File: src/accs_pkg.sv
// Constants and carrier types for the conversion cycle sequencer
package accs_pkg;

  // Serial word layout
  localparam int          WORD_BITS  = 32;
  localparam int          DATA_BITS  = 24;
  localparam int          IN_BITS    = 8;
  localparam int          ADDR_BITS  = 5;
  localparam int          CTRL_BITS  = 3;
  localparam int          CNT_W      = 6;
  localparam int          HDR_BITS   = 2;

  // Input word control codes
  localparam logic [2:0]  CTRL_LOAD  = 3'h5;
  localparam logic [2:0]  CTRL_KEEP  = 3'h4;
  localparam logic [2:0]  CTRL_ZERO  = 3'h0;
  localparam logic [4:0]  ADDR_RESET = 5'h00;

  // Output word header and range codes
  localparam logic [1:0]  HDR_READY  = 2'h0;
  localparam logic [23:0] OVER_DATA  = 24'h800000;
  localparam logic [23:0] UNDER_DATA = 24'h7FFFFF;

  // Synchronised pin positions
  localparam int          PIN_CS     = 0;
  localparam int          PIN_SCK    = 1;
  localparam int          PIN_SDI    = 2;
  localparam int          PIN_SUP    = 3;
  localparam int          PIN_N      = 4;
  localparam logic [3:0]  PIN_IDLE   = 4'hB;

  // Timing
  localparam int          CLK_MHZ    = 200;
  localparam int          POR_TIME_MS = 1;
  localparam int          POR_CYC    = POR_TIME_MS * CLK_MHZ * 1000;
  localparam int          CONV_CYC   = 2048;
  localparam int          CAL_CYC    = 256;
  localparam int          SCK_HALF   = 16;

  typedef enum logic [1:0] {
    ACCS_POR,
    ACCS_CONV,
    ACCS_SLEEP,
    ACCS_DOUT
  } accs_state_e;

  // Raw result from the modulator and filter
  typedef struct packed {
    logic        over;
    logic        under;
    logic [23:0] data;
  } accs_result_s;

endpackage

File: src/accs_sequencer.sv
// Conversion, sleep and serial data cycle sequencer
module accs_sequencer #(
  parameter int POR_CYCLES  = accs_pkg::POR_CYC,
  parameter int CONV_CYCLES = accs_pkg::CONV_CYC,
  parameter int CAL_CYCLES  = accs_pkg::CAL_CYC,
  parameter int SCK_HALF    = accs_pkg::SCK_HALF
) (
  // Clock, reset, enable
  input  wire logic                  clk_i,
  input  wire logic                  rstn_i,
  input  wire logic                  en_i,
  // Supply monitor
  input  wire logic                  supply_ok_i,
  // Serial pins
  input  wire logic                  cs_n_i,
  input  wire logic                  sck_i,
  output logic                       sck_o,
  output logic                       sck_oe_o,
  input  wire logic                  sdi_i,
  output logic                       sdo_o,
  output logic                       sdo_oe_o,
  // Converter datapath
  input  wire accs_pkg::accs_result_s result_i,
  output logic [4:0]                 mux_address_o,
  output logic                       conv_start_o,
  output logic                       cal_offset_o,
  output logic                       cal_fullscale_o,
  output logic                       sleep_o,
  output logic                       ext_sck_mode_o
);

  localparam int POR_W  = $clog2(POR_CYCLES + 1);
  localparam int CONV_W = $clog2(CONV_CYCLES + 1);
  localparam int DIV_W  = $clog2(SCK_HALF + 1);

  //////////////////////////////////////////////////////////////////////////
  // Pin synchronisers
  logic [accs_pkg::PIN_N-1:0] pins_raw;
  logic [accs_pkg::PIN_N-1:0] s1;
  logic [accs_pkg::PIN_N-1:0] s2;
  logic [accs_pkg::PIN_N-1:0] s3;
  logic [accs_pkg::PIN_N-1:0] filt;
  logic [accs_pkg::PIN_N-1:0] filt_q;
  logic [accs_pkg::PIN_N-1:0] next_filt;

  assign pins_raw = {supply_ok_i, sdi_i, sck_i, cs_n_i};

  genvar gi;
  generate
    for (gi = 0; gi < accs_pkg::PIN_N; gi++) begin : g_sync
      assign next_filt[gi] = (s2[gi] == s3[gi]) ? s2[gi] : filt[gi];
    end
  endgenerate

  always_ff @(posedge clk_i or negedge rstn_i) begin
    if (!rstn_i) begin
      s1     <= accs_pkg::PIN_IDLE;
      s2     <= accs_pkg::PIN_IDLE;
      s3     <= accs_pkg::PIN_IDLE;
      filt   <= accs_pkg::PIN_IDLE;
      filt_q <= accs_pkg::PIN_IDLE;
    end else if (en_i) begin
      s1     <= pins_raw;
      s2     <= s1;
      s3     <= s2;
      filt   <= next_filt;
      filt_q <= filt;
    end
  end

  //////////////////////////////////////////////////////////////////////////
  // Sequencer state
  accs_pkg::accs_state_e state;
  accs_pkg::accs_state_e next_state;
  logic [POR_W-1:0]      por_cnt;
  logic [POR_W-1:0]      next_por_cnt;
  logic [CONV_W-1:0]     conv_cnt;
  logic [CONV_W-1:0]     next_conv_cnt;
  logic [accs_pkg::CNT_W-1:0] bit_cnt;
  logic [accs_pkg::CNT_W-1:0] next_bit_cnt;
  logic [DIV_W-1:0]      div_cnt;
  logic [DIV_W-1:0]      next_div_cnt;
  logic                  started;
  logic                  next_started;
  logic [31:0]           shift_out;
  logic [31:0]           next_shift_out;
  logic [7:0]            shift_in;
  logic [7:0]            next_shift_in;
  logic [4:0]            addr;
  logic [4:0]            next_addr;
  logic                  int_mode;
  logic                  next_int_mode;
  logic                  sck_int;
  logic                  next_sck_int;
  logic                  next_sdo;
  logic                  next_sdo_oe;
  logic                  next_sck_oe;
  logic                  next_conv_start;
  logic                  next_cal_off;
  logic                  next_cal_fs;
  logic                  next_sleep;
  logic                  next_ext_mode;

  logic       cs_hi;
  logic       cs_fall;
  logic       cs_rise;
  logic       sck_rise;
  logic       sck_fall;
  logic [7:0] in_word;
  logic [accs_pkg::DATA_BITS-1:0] res_data;
  logic       res_sign;

  always_comb begin
    cs_hi   = filt[accs_pkg::PIN_CS];
    cs_fall = filt_q[accs_pkg::PIN_CS] & ~filt[accs_pkg::PIN_CS];
    cs_rise = ~filt_q[accs_pkg::PIN_CS] & filt[accs_pkg::PIN_CS];
    in_word = {shift_in[6:0], filt[accs_pkg::PIN_SDI]};

    next_state      = state;
    next_por_cnt    = por_cnt;
    next_conv_cnt   = conv_cnt;
    next_bit_cnt    = bit_cnt;
    next_div_cnt    = div_cnt;
    next_started    = started;
    next_shift_out  = shift_out;
    next_shift_in   = shift_in;
    next_addr       = addr;
    next_int_mode   = int_mode;
    next_sck_int    = sck_int;
    next_conv_start = 1'b0;

    // Clock edges from the pin or the internal divider
    sck_rise = 1'b0;
    sck_fall = 1'b0;
    if (state == accs_pkg::ACCS_DOUT && !cs_hi) begin
      if (int_mode) begin
        if (div_cnt == DIV_W'(SCK_HALF - 1)) begin
          next_div_cnt = '0;
          next_sck_int = ~sck_int;
          sck_rise     = ~sck_int;
          sck_fall     = sck_int;
        end else begin
          next_div_cnt = div_cnt + 1'b1;
        end
      end else begin
        sck_rise = ~filt_q[accs_pkg::PIN_SCK] & filt[accs_pkg::PIN_SCK];
        sck_fall = filt_q[accs_pkg::PIN_SCK] & ~filt[accs_pkg::PIN_SCK];
      end
    end

    // Clock mode sampled on select fall
    if (cs_fall) begin
      next_int_mode = filt[accs_pkg::PIN_SCK];
    end

    // Result word with range codes
    res_data = result_i.data;
    res_sign = ~result_i.data[accs_pkg::DATA_BITS-1];
    if (result_i.over) begin
      res_data = accs_pkg::OVER_DATA;
      res_sign = 1'b1;
    end else if (result_i.under) begin
      res_data = accs_pkg::UNDER_DATA;
      res_sign = 1'b0;
    end

    unique case (state)
      accs_pkg::ACCS_POR: begin
        if (por_cnt == POR_W'(POR_CYCLES - 1)) begin
          next_state      = accs_pkg::ACCS_CONV;
          next_conv_cnt   = '0;
          next_conv_start = 1'b1;
          next_int_mode   = filt[accs_pkg::PIN_SCK];
        end else begin
          next_por_cnt = por_cnt + 1'b1;
        end
      end
      accs_pkg::ACCS_CONV: begin
        if (conv_cnt == CONV_W'(CONV_CYCLES - 1)) begin
          next_state     = accs_pkg::ACCS_SLEEP;
          next_shift_out = {accs_pkg::HDR_READY, res_sign, res_data,
                            addr};
        end else begin
          next_conv_cnt = conv_cnt + 1'b1;
        end
      end
      accs_pkg::ACCS_SLEEP: begin
        if (!cs_hi) begin
          next_state   = accs_pkg::ACCS_DOUT;
          next_started = 1'b0;
          next_bit_cnt = '0;
          next_div_cnt = '0;
          next_sck_int = 1'b0;
        end
      end
      accs_pkg::ACCS_DOUT: begin
        if (cs_hi || cs_rise) begin
          if (started) begin
            next_state      = accs_pkg::ACCS_CONV;
            next_conv_cnt   = '0;
            next_conv_start = 1'b1;
          end else begin
            next_state = accs_pkg::ACCS_SLEEP;
          end
        end else if (sck_rise) begin
          next_started  = 1'b1;
          next_shift_in = in_word;
          next_bit_cnt  = bit_cnt + 1'b1;
          if (bit_cnt == accs_pkg::CNT_W'(accs_pkg::IN_BITS - 1) &&
              in_word[7:5] == accs_pkg::CTRL_LOAD) begin
            next_addr = in_word[4:0];
          end
          if (bit_cnt == accs_pkg::CNT_W'(accs_pkg::WORD_BITS - 1)) begin
            next_state      = accs_pkg::ACCS_CONV;
            next_conv_cnt   = '0;
            next_conv_start = 1'b1;
          end
        end else if (sck_fall && started) begin
          next_shift_out = {shift_out[30:0], 1'b0};
        end
      end
      default: begin
        next_state = accs_pkg::ACCS_POR;
      end
    endcase

    // Supply low holds the sequencer state, counters, shifters and address at power-on values
    if (!filt[accs_pkg::PIN_SUP]) begin
      next_state     = accs_pkg::ACCS_POR;
      next_por_cnt   = '0;
      next_conv_cnt  = '0;
      next_bit_cnt   = '0;
      next_div_cnt   = '0;
      next_started   = 1'b0;
      next_shift_out = '0;
      next_shift_in  = '0;
      next_addr      = accs_pkg::ADDR_RESET;
      next_int_mode  = 1'b0;
      next_sck_int   = 1'b0;
    end

    // Calibration phases inside the conversion
    next_cal_off = next_state == accs_pkg::ACCS_CONV &&
                   next_conv_cnt < CONV_W'(CAL_CYCLES);
    next_cal_fs  = next_state == accs_pkg::ACCS_CONV &&
                   next_conv_cnt >= CONV_W'(CAL_CYCLES) &&
                   next_conv_cnt < CONV_W'(2 * CAL_CYCLES);

    // Serial output: data in transfer, busy status otherwise
    if (next_state == accs_pkg::ACCS_DOUT) begin
      next_sdo = next_shift_out[31];
    end else begin
      next_sdo = next_state != accs_pkg::ACCS_SLEEP;
    end
    next_sdo_oe = ~cs_hi;
    next_sck_oe = next_state == accs_pkg::ACCS_DOUT && next_int_mode &&
                  !cs_hi;
    next_sleep    = next_state == accs_pkg::ACCS_SLEEP;
    next_ext_mode = ~next_int_mode;
  end

  always_ff @(posedge clk_i or negedge rstn_i) begin
    if (!rstn_i) begin
      state           <= accs_pkg::ACCS_POR;
      por_cnt         <= '0;
      conv_cnt        <= '0;
      bit_cnt         <= '0;
      div_cnt         <= '0;
      started         <= 1'b0;
      shift_out       <= '0;
      shift_in        <= '0;
      addr            <= accs_pkg::ADDR_RESET;
      int_mode        <= 1'b0;
      sck_int         <= 1'b0;
      sdo_o           <= 1'b0;
      sdo_oe_o        <= 1'b0;
      sck_oe_o        <= 1'b0;
      conv_start_o    <= 1'b0;
      cal_offset_o    <= 1'b0;
      cal_fullscale_o <= 1'b0;
      sleep_o         <= 1'b0;
      ext_sck_mode_o  <= 1'b1;
    end else if (en_i) begin
      state           <= next_state;
      por_cnt         <= next_por_cnt;
      conv_cnt        <= next_conv_cnt;
      bit_cnt         <= next_bit_cnt;
      div_cnt         <= next_div_cnt;
      started         <= next_started;
      shift_out       <= next_shift_out;
      shift_in        <= next_shift_in;
      addr            <= next_addr;
      int_mode        <= next_int_mode;
      sck_int         <= next_sck_int;
      sdo_o           <= next_sdo;
      sdo_oe_o        <= next_sdo_oe;
      sck_oe_o        <= next_sck_oe;
      conv_start_o    <= next_conv_start;
      cal_offset_o    <= next_cal_off;
      cal_fullscale_o <= next_cal_fs;
      sleep_o         <= next_sleep;
      ext_sck_mode_o  <= next_ext_mode;
    end
  end

  //////////////////////////////////////////////////////////////////////////
  // Flop-driven status outputs
  assign sck_o          = sck_int;
  assign mux_address_o  = addr;

endmodule

File: config.mk
export PLATFORM = sky130hd
export DESIGN_NAME = accs_sequencer
export DESIGN_NICKNAME = d
export VERILOG_FILES = /design/src/accs_pkg.sv /design/src/accs_sequencer.sv
export SDC_FILE = /design/constraint.sdc
export NUM_CORES = 1
export LEC_CHECK = 0
export ABC_AREA = 1
export BUFFER_PORTS_ARGS = -buffer_cell sky130_fd_sc_hd__buf_2
export CAP_MARGIN = 25
export CORE_ASPECT_RATIO = 1.5
export CORE_UTILIZATION = 45
export CTS_BUF_LIST = sky130_fd_sc_hd__clkbuf_16
export DETAILED_ROUTE_END_ITERATION = 6
export PLACE_DENSITY = 0.72
export SETUP_SLACK_MARGIN = 0.05
export SLEW_MARGIN = 10
export SYNTH_ARGS = -nofsm -noshare
export SYNTH_HDL_FRONTEND = slang
export SYNTH_SLANG_ARGS = --single-unit
File: constraint.sdc
create_clock -name clk_i -period 2.5 [get_ports clk_i]
set_input_delay 0.5 -clock clk_i [delete_from_list [all_inputs] [get_ports clk_i]]
set_output_delay 0.5 -clock clk_i [all_outputs]
set_load 0.03 [all_outputs]
* Word-level counts from Yosys, hierarchy flattened
Cells that the tools add are included.
Cells by class: equal/unequal tests 31, multiplexer cells 78, shifts and indexed selects 0, bitwise logic cells 11, order comparisons 3, $add $sub $neg 4, reductions and logical operators 20, div/mod/pow operators 0, multipliers 0
Operators by type and width (number):
- $mux W32 | 5
- $mux W12 | 7
- $pmux W32 S2 | 1
- $mux W5 | 11
- $mux W18 | 3
- $mux W24 | 2
- $pmux W12 S3 | 1
- $mux W1 | 28
- $mux W7 | 4
- $mux W6 | 4
- $add A18 B1 Y18 const B | 1
- $eq A18 B18 Y1 const B | 1
- $mux W2 | 8
- $ne A3 B3 Y1 const B | 5
- $add A12 B1 Y12 const B | 1
- $eq A12 B11 Y1 const B | 1
- $ge A12 B9 Y1 const B | 1
- $lt A12 B10 Y1 const B | 1
- $lt A12 B9 Y1 const B | 1
- $pmux W6 S2 | 1
- $reduce_and A5 Y1 | 2
- $eq A2 B2 Y1 const B | 4
- $logic_and A1 B1 Y1 | 8
- $ne A2 B1 Y1 const B | 4
- 22 further kinds | 42
Word-level totals: memories kept 0, flip-flop bits (word level) 116, output and inout bits 14, latch bits 0, input port bits 33, bits in writable memories 0, bits in read-only memories 0

* Logic depth before layout (Yosys ltp)
depth after elaboration 11, gate-level depth with buffers 17, mapped depth without buffers 17

* Worst setup path after synthesis
OpenSTA, ideal clock, no wires.
kind register to register, from reg div_cnt[0], to reg shift_out[22], setup time 0.123 ns, arrival time 1.935 ns, path slack 0.442 ns, required time 2.377 ns, stages on the path, launching flop included 15, clock period less this slack 2.058 ns, path buffers 1, cell sequence dfrtp_1 > ha_1 > inv_1 > nor3_1 > ha_1 > nor2_2 > nor2_2 > and2_4 > nor4_4 > nor2_2 > nor3_2 > inv_2 > buf_6 > nand2_1 > o21ai_2
On the way: word-level cells in the longest chain between the ends 7
Ends and longest elaborated chain:
- start, declared | RTL line accs_sequencer.sv:81 | logic [DIV_W-1:0] div_cnt;
- start signal, assigned | RTL line accs_sequencer.sv:288 | div_cnt <= next_div_cnt;
- $eq A5 B4 Y1 * | RTL line accs_sequencer.sv:137 | if (div_cnt == DIV_W'(SCK_HALF - 1)) begin
- $mux W1 | RTL line accs_sequencer.sv:137
- $mux W1 | RTL line accs_sequencer.sv:136 | if (int_mode) begin
- $mux W1 | RTL line accs_sequencer.sv:135 | if (state == accs_pkg::ACCS_DOUT && !cs_hi) begin
- $logic_and A1 B1 Y1 | RTL line accs_sequencer.sv:218 | end else if (sck_fall && started) begin
- $ne A3 B2 Y1 (no line)
- $reduce_and A6 Y1 (no line) *
- end signal, assigned | RTL line accs_sequencer.sv:290 | shift_out <= next_shift_out;
- end, declared | RTL line accs_sequencer.sv:85 | logic [31:0] shift_out;
Every way passes the cells marked *; elsewhere a longest branch is shown, timed or not. A chain may end at the register's enable or synchronous reset.

* Final worst setup path
from reg div_cnt[1], to reg shift_out[25]
The elaborated chain is that of the path after synthesis.

==> flow_results.org <==
** Status
- The flow ran to the end, and the final reports show no timing, DRC or antenna violations.

** Clocking
- Clk slew on worst S/H paths :: 0.05 ns
- For this design, the sink count on the clock tree is 116.
- Once the clock tree was built, the setup fixing pass inserted 0 buffers.
- TritonCTS clock tree :: yes
- The H-tree was split into 4 levels.
- Clock buffer count from CTS :: 17
- In this run, post-CTS repair resized a total of 0 instances.
- Hold buffer count at cts :: 0
- The clock reaches the later pin of the worst-skew pair after 0.42 ns.
- Clock tree synthesis selected as its root buffer the cell sky130_fd_sc_hd__clkbuf_16.
- The longest clock path from root to sink contains 2 buffers.

** STA
- RSZ-0062 raised after global routing :: no
- Top achievable clock speed :: 440 MHz
- Worst-case clock skew :: 0.0114 ns
- Final Hold Fails :: 0
- The final count of pins violating max slew came to 0.
- The worst path needs 2.27 ns of the cycle, external delays included.
- Period utilization :: 91.0%
- Final worst slack :: 0.226 ns
- Worst Max-Slew Pin Slew :: 0.517 ns
- Final Setup Violations :: 0
- Worst slew margin :: 65.5%
- For the final routed database, the setup TNS stands at 0 ns.

** Critical path
- Worst endpoint required time :: 2.85 ns
- Largest driver fanout on the critical path :: 30
- CP arrival :: 2.62 ns
- Kind of end point of the critical path :: flip-flop
- The worst setup path is launched from a flip-flop.
- Kind of critical path :: reg -> reg

** Floorplanning
- The total area inside the core boundary comes to 0.0141 mm2.
- The die covers 0.0149 mm2.
- Number of placed I/O pins :: 47
- The floorplan has 53 rows.
- Initial standard-cell utilization of the core :: 46.3%
- Measured along the y axis, the die boundary spans 149 um.
- Width of the die :: 100 um

** Route
- Pre-antenna DRT Iters :: 5
- After detailed routing, the average wire length per cell comes to 14.3 um.
- In this run, the number of DRC markers left after iteration 0 of detailed routing was 298.
- Post-route ant nets :: 0
- Using the TritonRoute via totals, the vias-per-cell ratio works out to 5.33.
- For this run, design rule violations remaining after detail routing come to 0.
- Count of vias placed by the detailed router :: 5610
- The routed design has 15000 um of wire.

** Synth
- Post-synthesis average cell area :: 8.16 um2
- During synthesis, Yosys emitted a total of 0 warnings.
- Area of the mapped netlist :: 0.00650 mm2
- Counting every net in the synthesized netlist gives 840.
- Of all flip-flops after synthesis, the portion carrying an async set or reset was 100%.
- Post-synthesis cell type count :: 47
- Number of enable-type register cells in the synthesized netlist :: 0
- In the synthesized netlist the dominant register cell turns out to be sky130_fd_sc_hd__dfrtp_1.
- Sequential elements use 44.9% of the synthesized area.
- Synthesis produced 797 cells.
- In this run, synthesis produced a sequential element count of 116.

** Placement
- Placed cell areas :: 0.00694 mm2
- Total of buffers placed on input and output ports :: 46
- Before CTS, the worst setup slack after placement is 0.223 ns.
- Final HPWL DP :: 10700 um
- Routability-driven placement finished with a final weighted congestion of 0.975.

** Global route
- The number of global-route vias before repair came to 5344.
- Global routing used 21.4% of the available tracks across all layers.
- Remaining Overflow, GRT :: 0
- The initial antenna violation count is 0.
- Maximum number of pins on one net before global-route repair :: 62
- The first global-routing pass estimated 25300 um of wire.

** Run
- Max-cap viol count :: 0

** Power and ir drop
- Total design power :: 4550 uW
- Leakage power :: 0.00346 uW
- IR drop worst, VDD :: 0.392 mV
- Power density over cell area :: 606 mW/mm2

** Final layout
- 0 antenna diodes ended up in the layout.
- Compared with the post-synthesis result, the final layout area differs by 15.5%.
- The post-route netlist has 23.0% of its cells at a drive strength greater than 1.
- Post-Route Utilization :: 53.4%
- NumNets Final :: 890
- Final cell area excluding filler cells :: 0.00751 mm2

** Min path
- In this run the worst hold path is classified as in -> async.
sequential cells by signal, indices dropped and copies added (netlist names), 2 cells and up:
name,flops
por_cnt,18
state,2
s2,4
s1,4
filt,4
bit_cnt,6
div_cnt,5
shift_in,7
shift_out,32
conv_cnt,12
mux_address_o,5
filt_q,2
s3,4
power by group:
part | switching [uW] | total, uW | internal, uW
logic | 230 | 325 | 95.6
clock network | 874 | 2240 | 1370
registers | 34.3 | 1980 | 1940
total | 1140 | 4550 | 3410
critical path, stage by stage, from the launching register on:
cell and delay (ns):
sky130_fd_sc_hd__dfrtp_1 0.39, sky130_fd_sc_hd__ha_1 0.18, sky130_fd_sc_hd__inv_1 0.09, sky130_fd_sc_hd__nor3_2 0.06, sky130_fd_sc_hd__ha_1 0.19, sky130_fd_sc_hd__nor2_2 0.11, sky130_fd_sc_hd__nor2_2 0.04, sky130_fd_sc_hd__and2_4 0.15
sky130_fd_sc_hd__nor4_4 0.22, sky130_fd_sc_hd__nor2_2 0.08, sky130_fd_sc_hd__nor3_2 0.23, sky130_fd_sc_hd__nand2_2 0.11, sky130_fd_sc_hd__buf_12 0.20, sky130_fd_sc_hd__o21ai_2 0.13
synth_stat cells (4+ instances only):
| cell | instances | area share [%] |
|---|---|---|
| sky130_fd_sc_hd__or2_2 | 24 | 2.3 |
| sky130_fd_sc_hd__inv_1 | 62 | 3.6 |
| sky130_fd_sc_hd__nand3_1 | 45 | 3.5 |
| sky130_fd_sc_hd__clkbuf_1 | 10 | 0.58 |
| sky130_fd_sc_hd__a21oi_1 | 24 | 1.8 |
| sky130_fd_sc_hd__buf_6 | 6 | 1.0 |
| sky130_fd_sc_hd__o22ai_1 | 15 | 1.4 |
| sky130_fd_sc_hd__nor2_1 | 52 | 3.0 |
| sky130_fd_sc_hd__o21ai_0 | 31 | 2.4 |
| sky130_fd_sc_hd__a31oi_1 | 5 | 0.48 |
| sky130_fd_sc_hd__nand2_2 | 4 | 0.38 |
| sky130_fd_sc_hd__inv_2 | 10 | 0.58 |
| sky130_fd_sc_hd__xor2_1 | 11 | 1.5 |
| sky130_fd_sc_hd__nand2_1 | 211 | 12 |
| sky130_fd_sc_hd__dfrtp_1 | 101 | 39 |
| sky130_fd_sc_hd__ha_1 | 10 | 1.9 |
| sky130_fd_sc_hd__nor2_2 | 7 | 0.67 |
| sky130_fd_sc_hd__o21ai_1 | 10 | 0.77 |
| sky130_fd_sc_hd__dfstp_2 | 15 | 6.1 |
| sky130_fd_sc_hd__buf_2 | 12 | 0.92 |
| sky130_fd_sc_hd__nand4_1 | 11 | 1.1 |
| sky130_fd_sc_hd__o21ai_2 | 31 | 4.2 |
| sky130_fd_sc_hd__a22oi_1 | 29 | 3.3 |
| sky130_fd_sc_hd__nor3_1 | 10 | 0.77 |
| sky130_fd_sc_hd__o31ai_1 | 15 | 1.7 |
layer usage:
metal  up-vias  wire length, um  GRT usage (%)
li1       2772                -              -
met1      2633             6370           25.8
met2       164             7620           37.3
met3        41              604           3.75
met4         0              442           9.06
met5         -                0              0
placed cells by master, fill, tap and decap left out, types with 6 or more instances in the layout:
| cell | instances |
|---|---|
| sky130_fd_sc_hd__o21ai_2 | 31 |
| sky130_fd_sc_hd__o21ai_0 | 31 |
| sky130_fd_sc_hd__or2_2 | 24 |
| sky130_fd_sc_hd__nand3_1 | 45 |
| sky130_fd_sc_hd__nand4_1 | 11 |
| sky130_fd_sc_hd__o21ai_1 | 10 |
| sky130_fd_sc_hd__inv_1 | 63 |
| sky130_fd_sc_hd__dfrtp_1 | 101 |
| sky130_fd_sc_hd__o22ai_1 | 15 |
| sky130_fd_sc_hd__buf_4 | 14 |
| sky130_fd_sc_hd__inv_4 | 6 |
| sky130_fd_sc_hd__nor2_1 | 52 |
| sky130_fd_sc_hd__dfstp_2 | 15 |
| sky130_fd_sc_hd__xor2_1 | 11 |
| sky130_fd_sc_hd__a22oi_1 | 29 |
| sky130_fd_sc_hd__buf_2 | 45 |
| sky130_fd_sc_hd__nand2_1 | 210 |
| sky130_fd_sc_hd__ha_1 | 10 |
| sky130_fd_sc_hd__inv_2 | 9 |
| sky130_fd_sc_hd__a21oi_1 | 24 |
| sky130_fd_sc_hd__clkbuf_16 | 19 |
| sky130_fd_sc_hd__nor2_2 | 7 |
| sky130_fd_sc_hd__nor3_1 | 9 |
| sky130_fd_sc_hd__o31ai_1 | 15 |
metrics by stage:
stage / std cells / hold slack [ns]
floorplan: 797 / 0.204
global placement: 1020 / 0.452
detailed placement: 1020 / 0.454
CTS: 1052 / 0.0693
global route: 1052 / 0.0848
finish: 1052 / 0.0551
path summary, 6_finish.rpt:
| path | to | slack, ns | start | cells after the start |
|---|---|---|---|---|
| min in group clk_i | s1[2]$_DFFE_PN0P_ | 0.28 | sdi_i | 3 |
| worst min register to register | s1[0]$_DFFE_PN1P_ | 0.46 | s1[0]$_DFFE_PN1P_ | 2 |
| worst max register to register | shift_out[25]$_DFFE_PN0P_ | 0.23 | div_cnt[1]$_DFFE_PN0P_ | 13 |
| worst min-delay path | por_cnt[9]$_DFFE_PN0P_ | 0.06 | rstn_i | 1 |
| max in group asynchronous | filt[3]$_DFFE_PN1P_ | 1.71 | rstn_i | 2 |
| worst max-delay path | shift_out[25]$_DFFE_PN0P_ | 0.23 | div_cnt[1]$_DFFE_PN0P_ | 13 |
area by class of cell:
type                    count  area [um2]
clock buffers              19         475
clock inverters            13        75.1
fillers                  1343        6550
inverters                  74         280
multi-input cells         576        3130
flip-flops and latches    116        2920
well taps                 192         240
repair buffers             62         382
logic make-up (layout without fill, tap and decap cells):
family,count (synthesis),count (layout),share of synthesized area [%]
flip-flops,116,116,44.9
buffers and inverters,105,168,7.04
AO/OA/AOI/OAI,171,171,17.7
XOR/XNOR,13,13,1.75
adder cells (fa/ha/maj),10,10,1.92
AND/OR/NAND/NOR,382,382,26.7
Note: power is estimated with default switching activity, not from simulation.
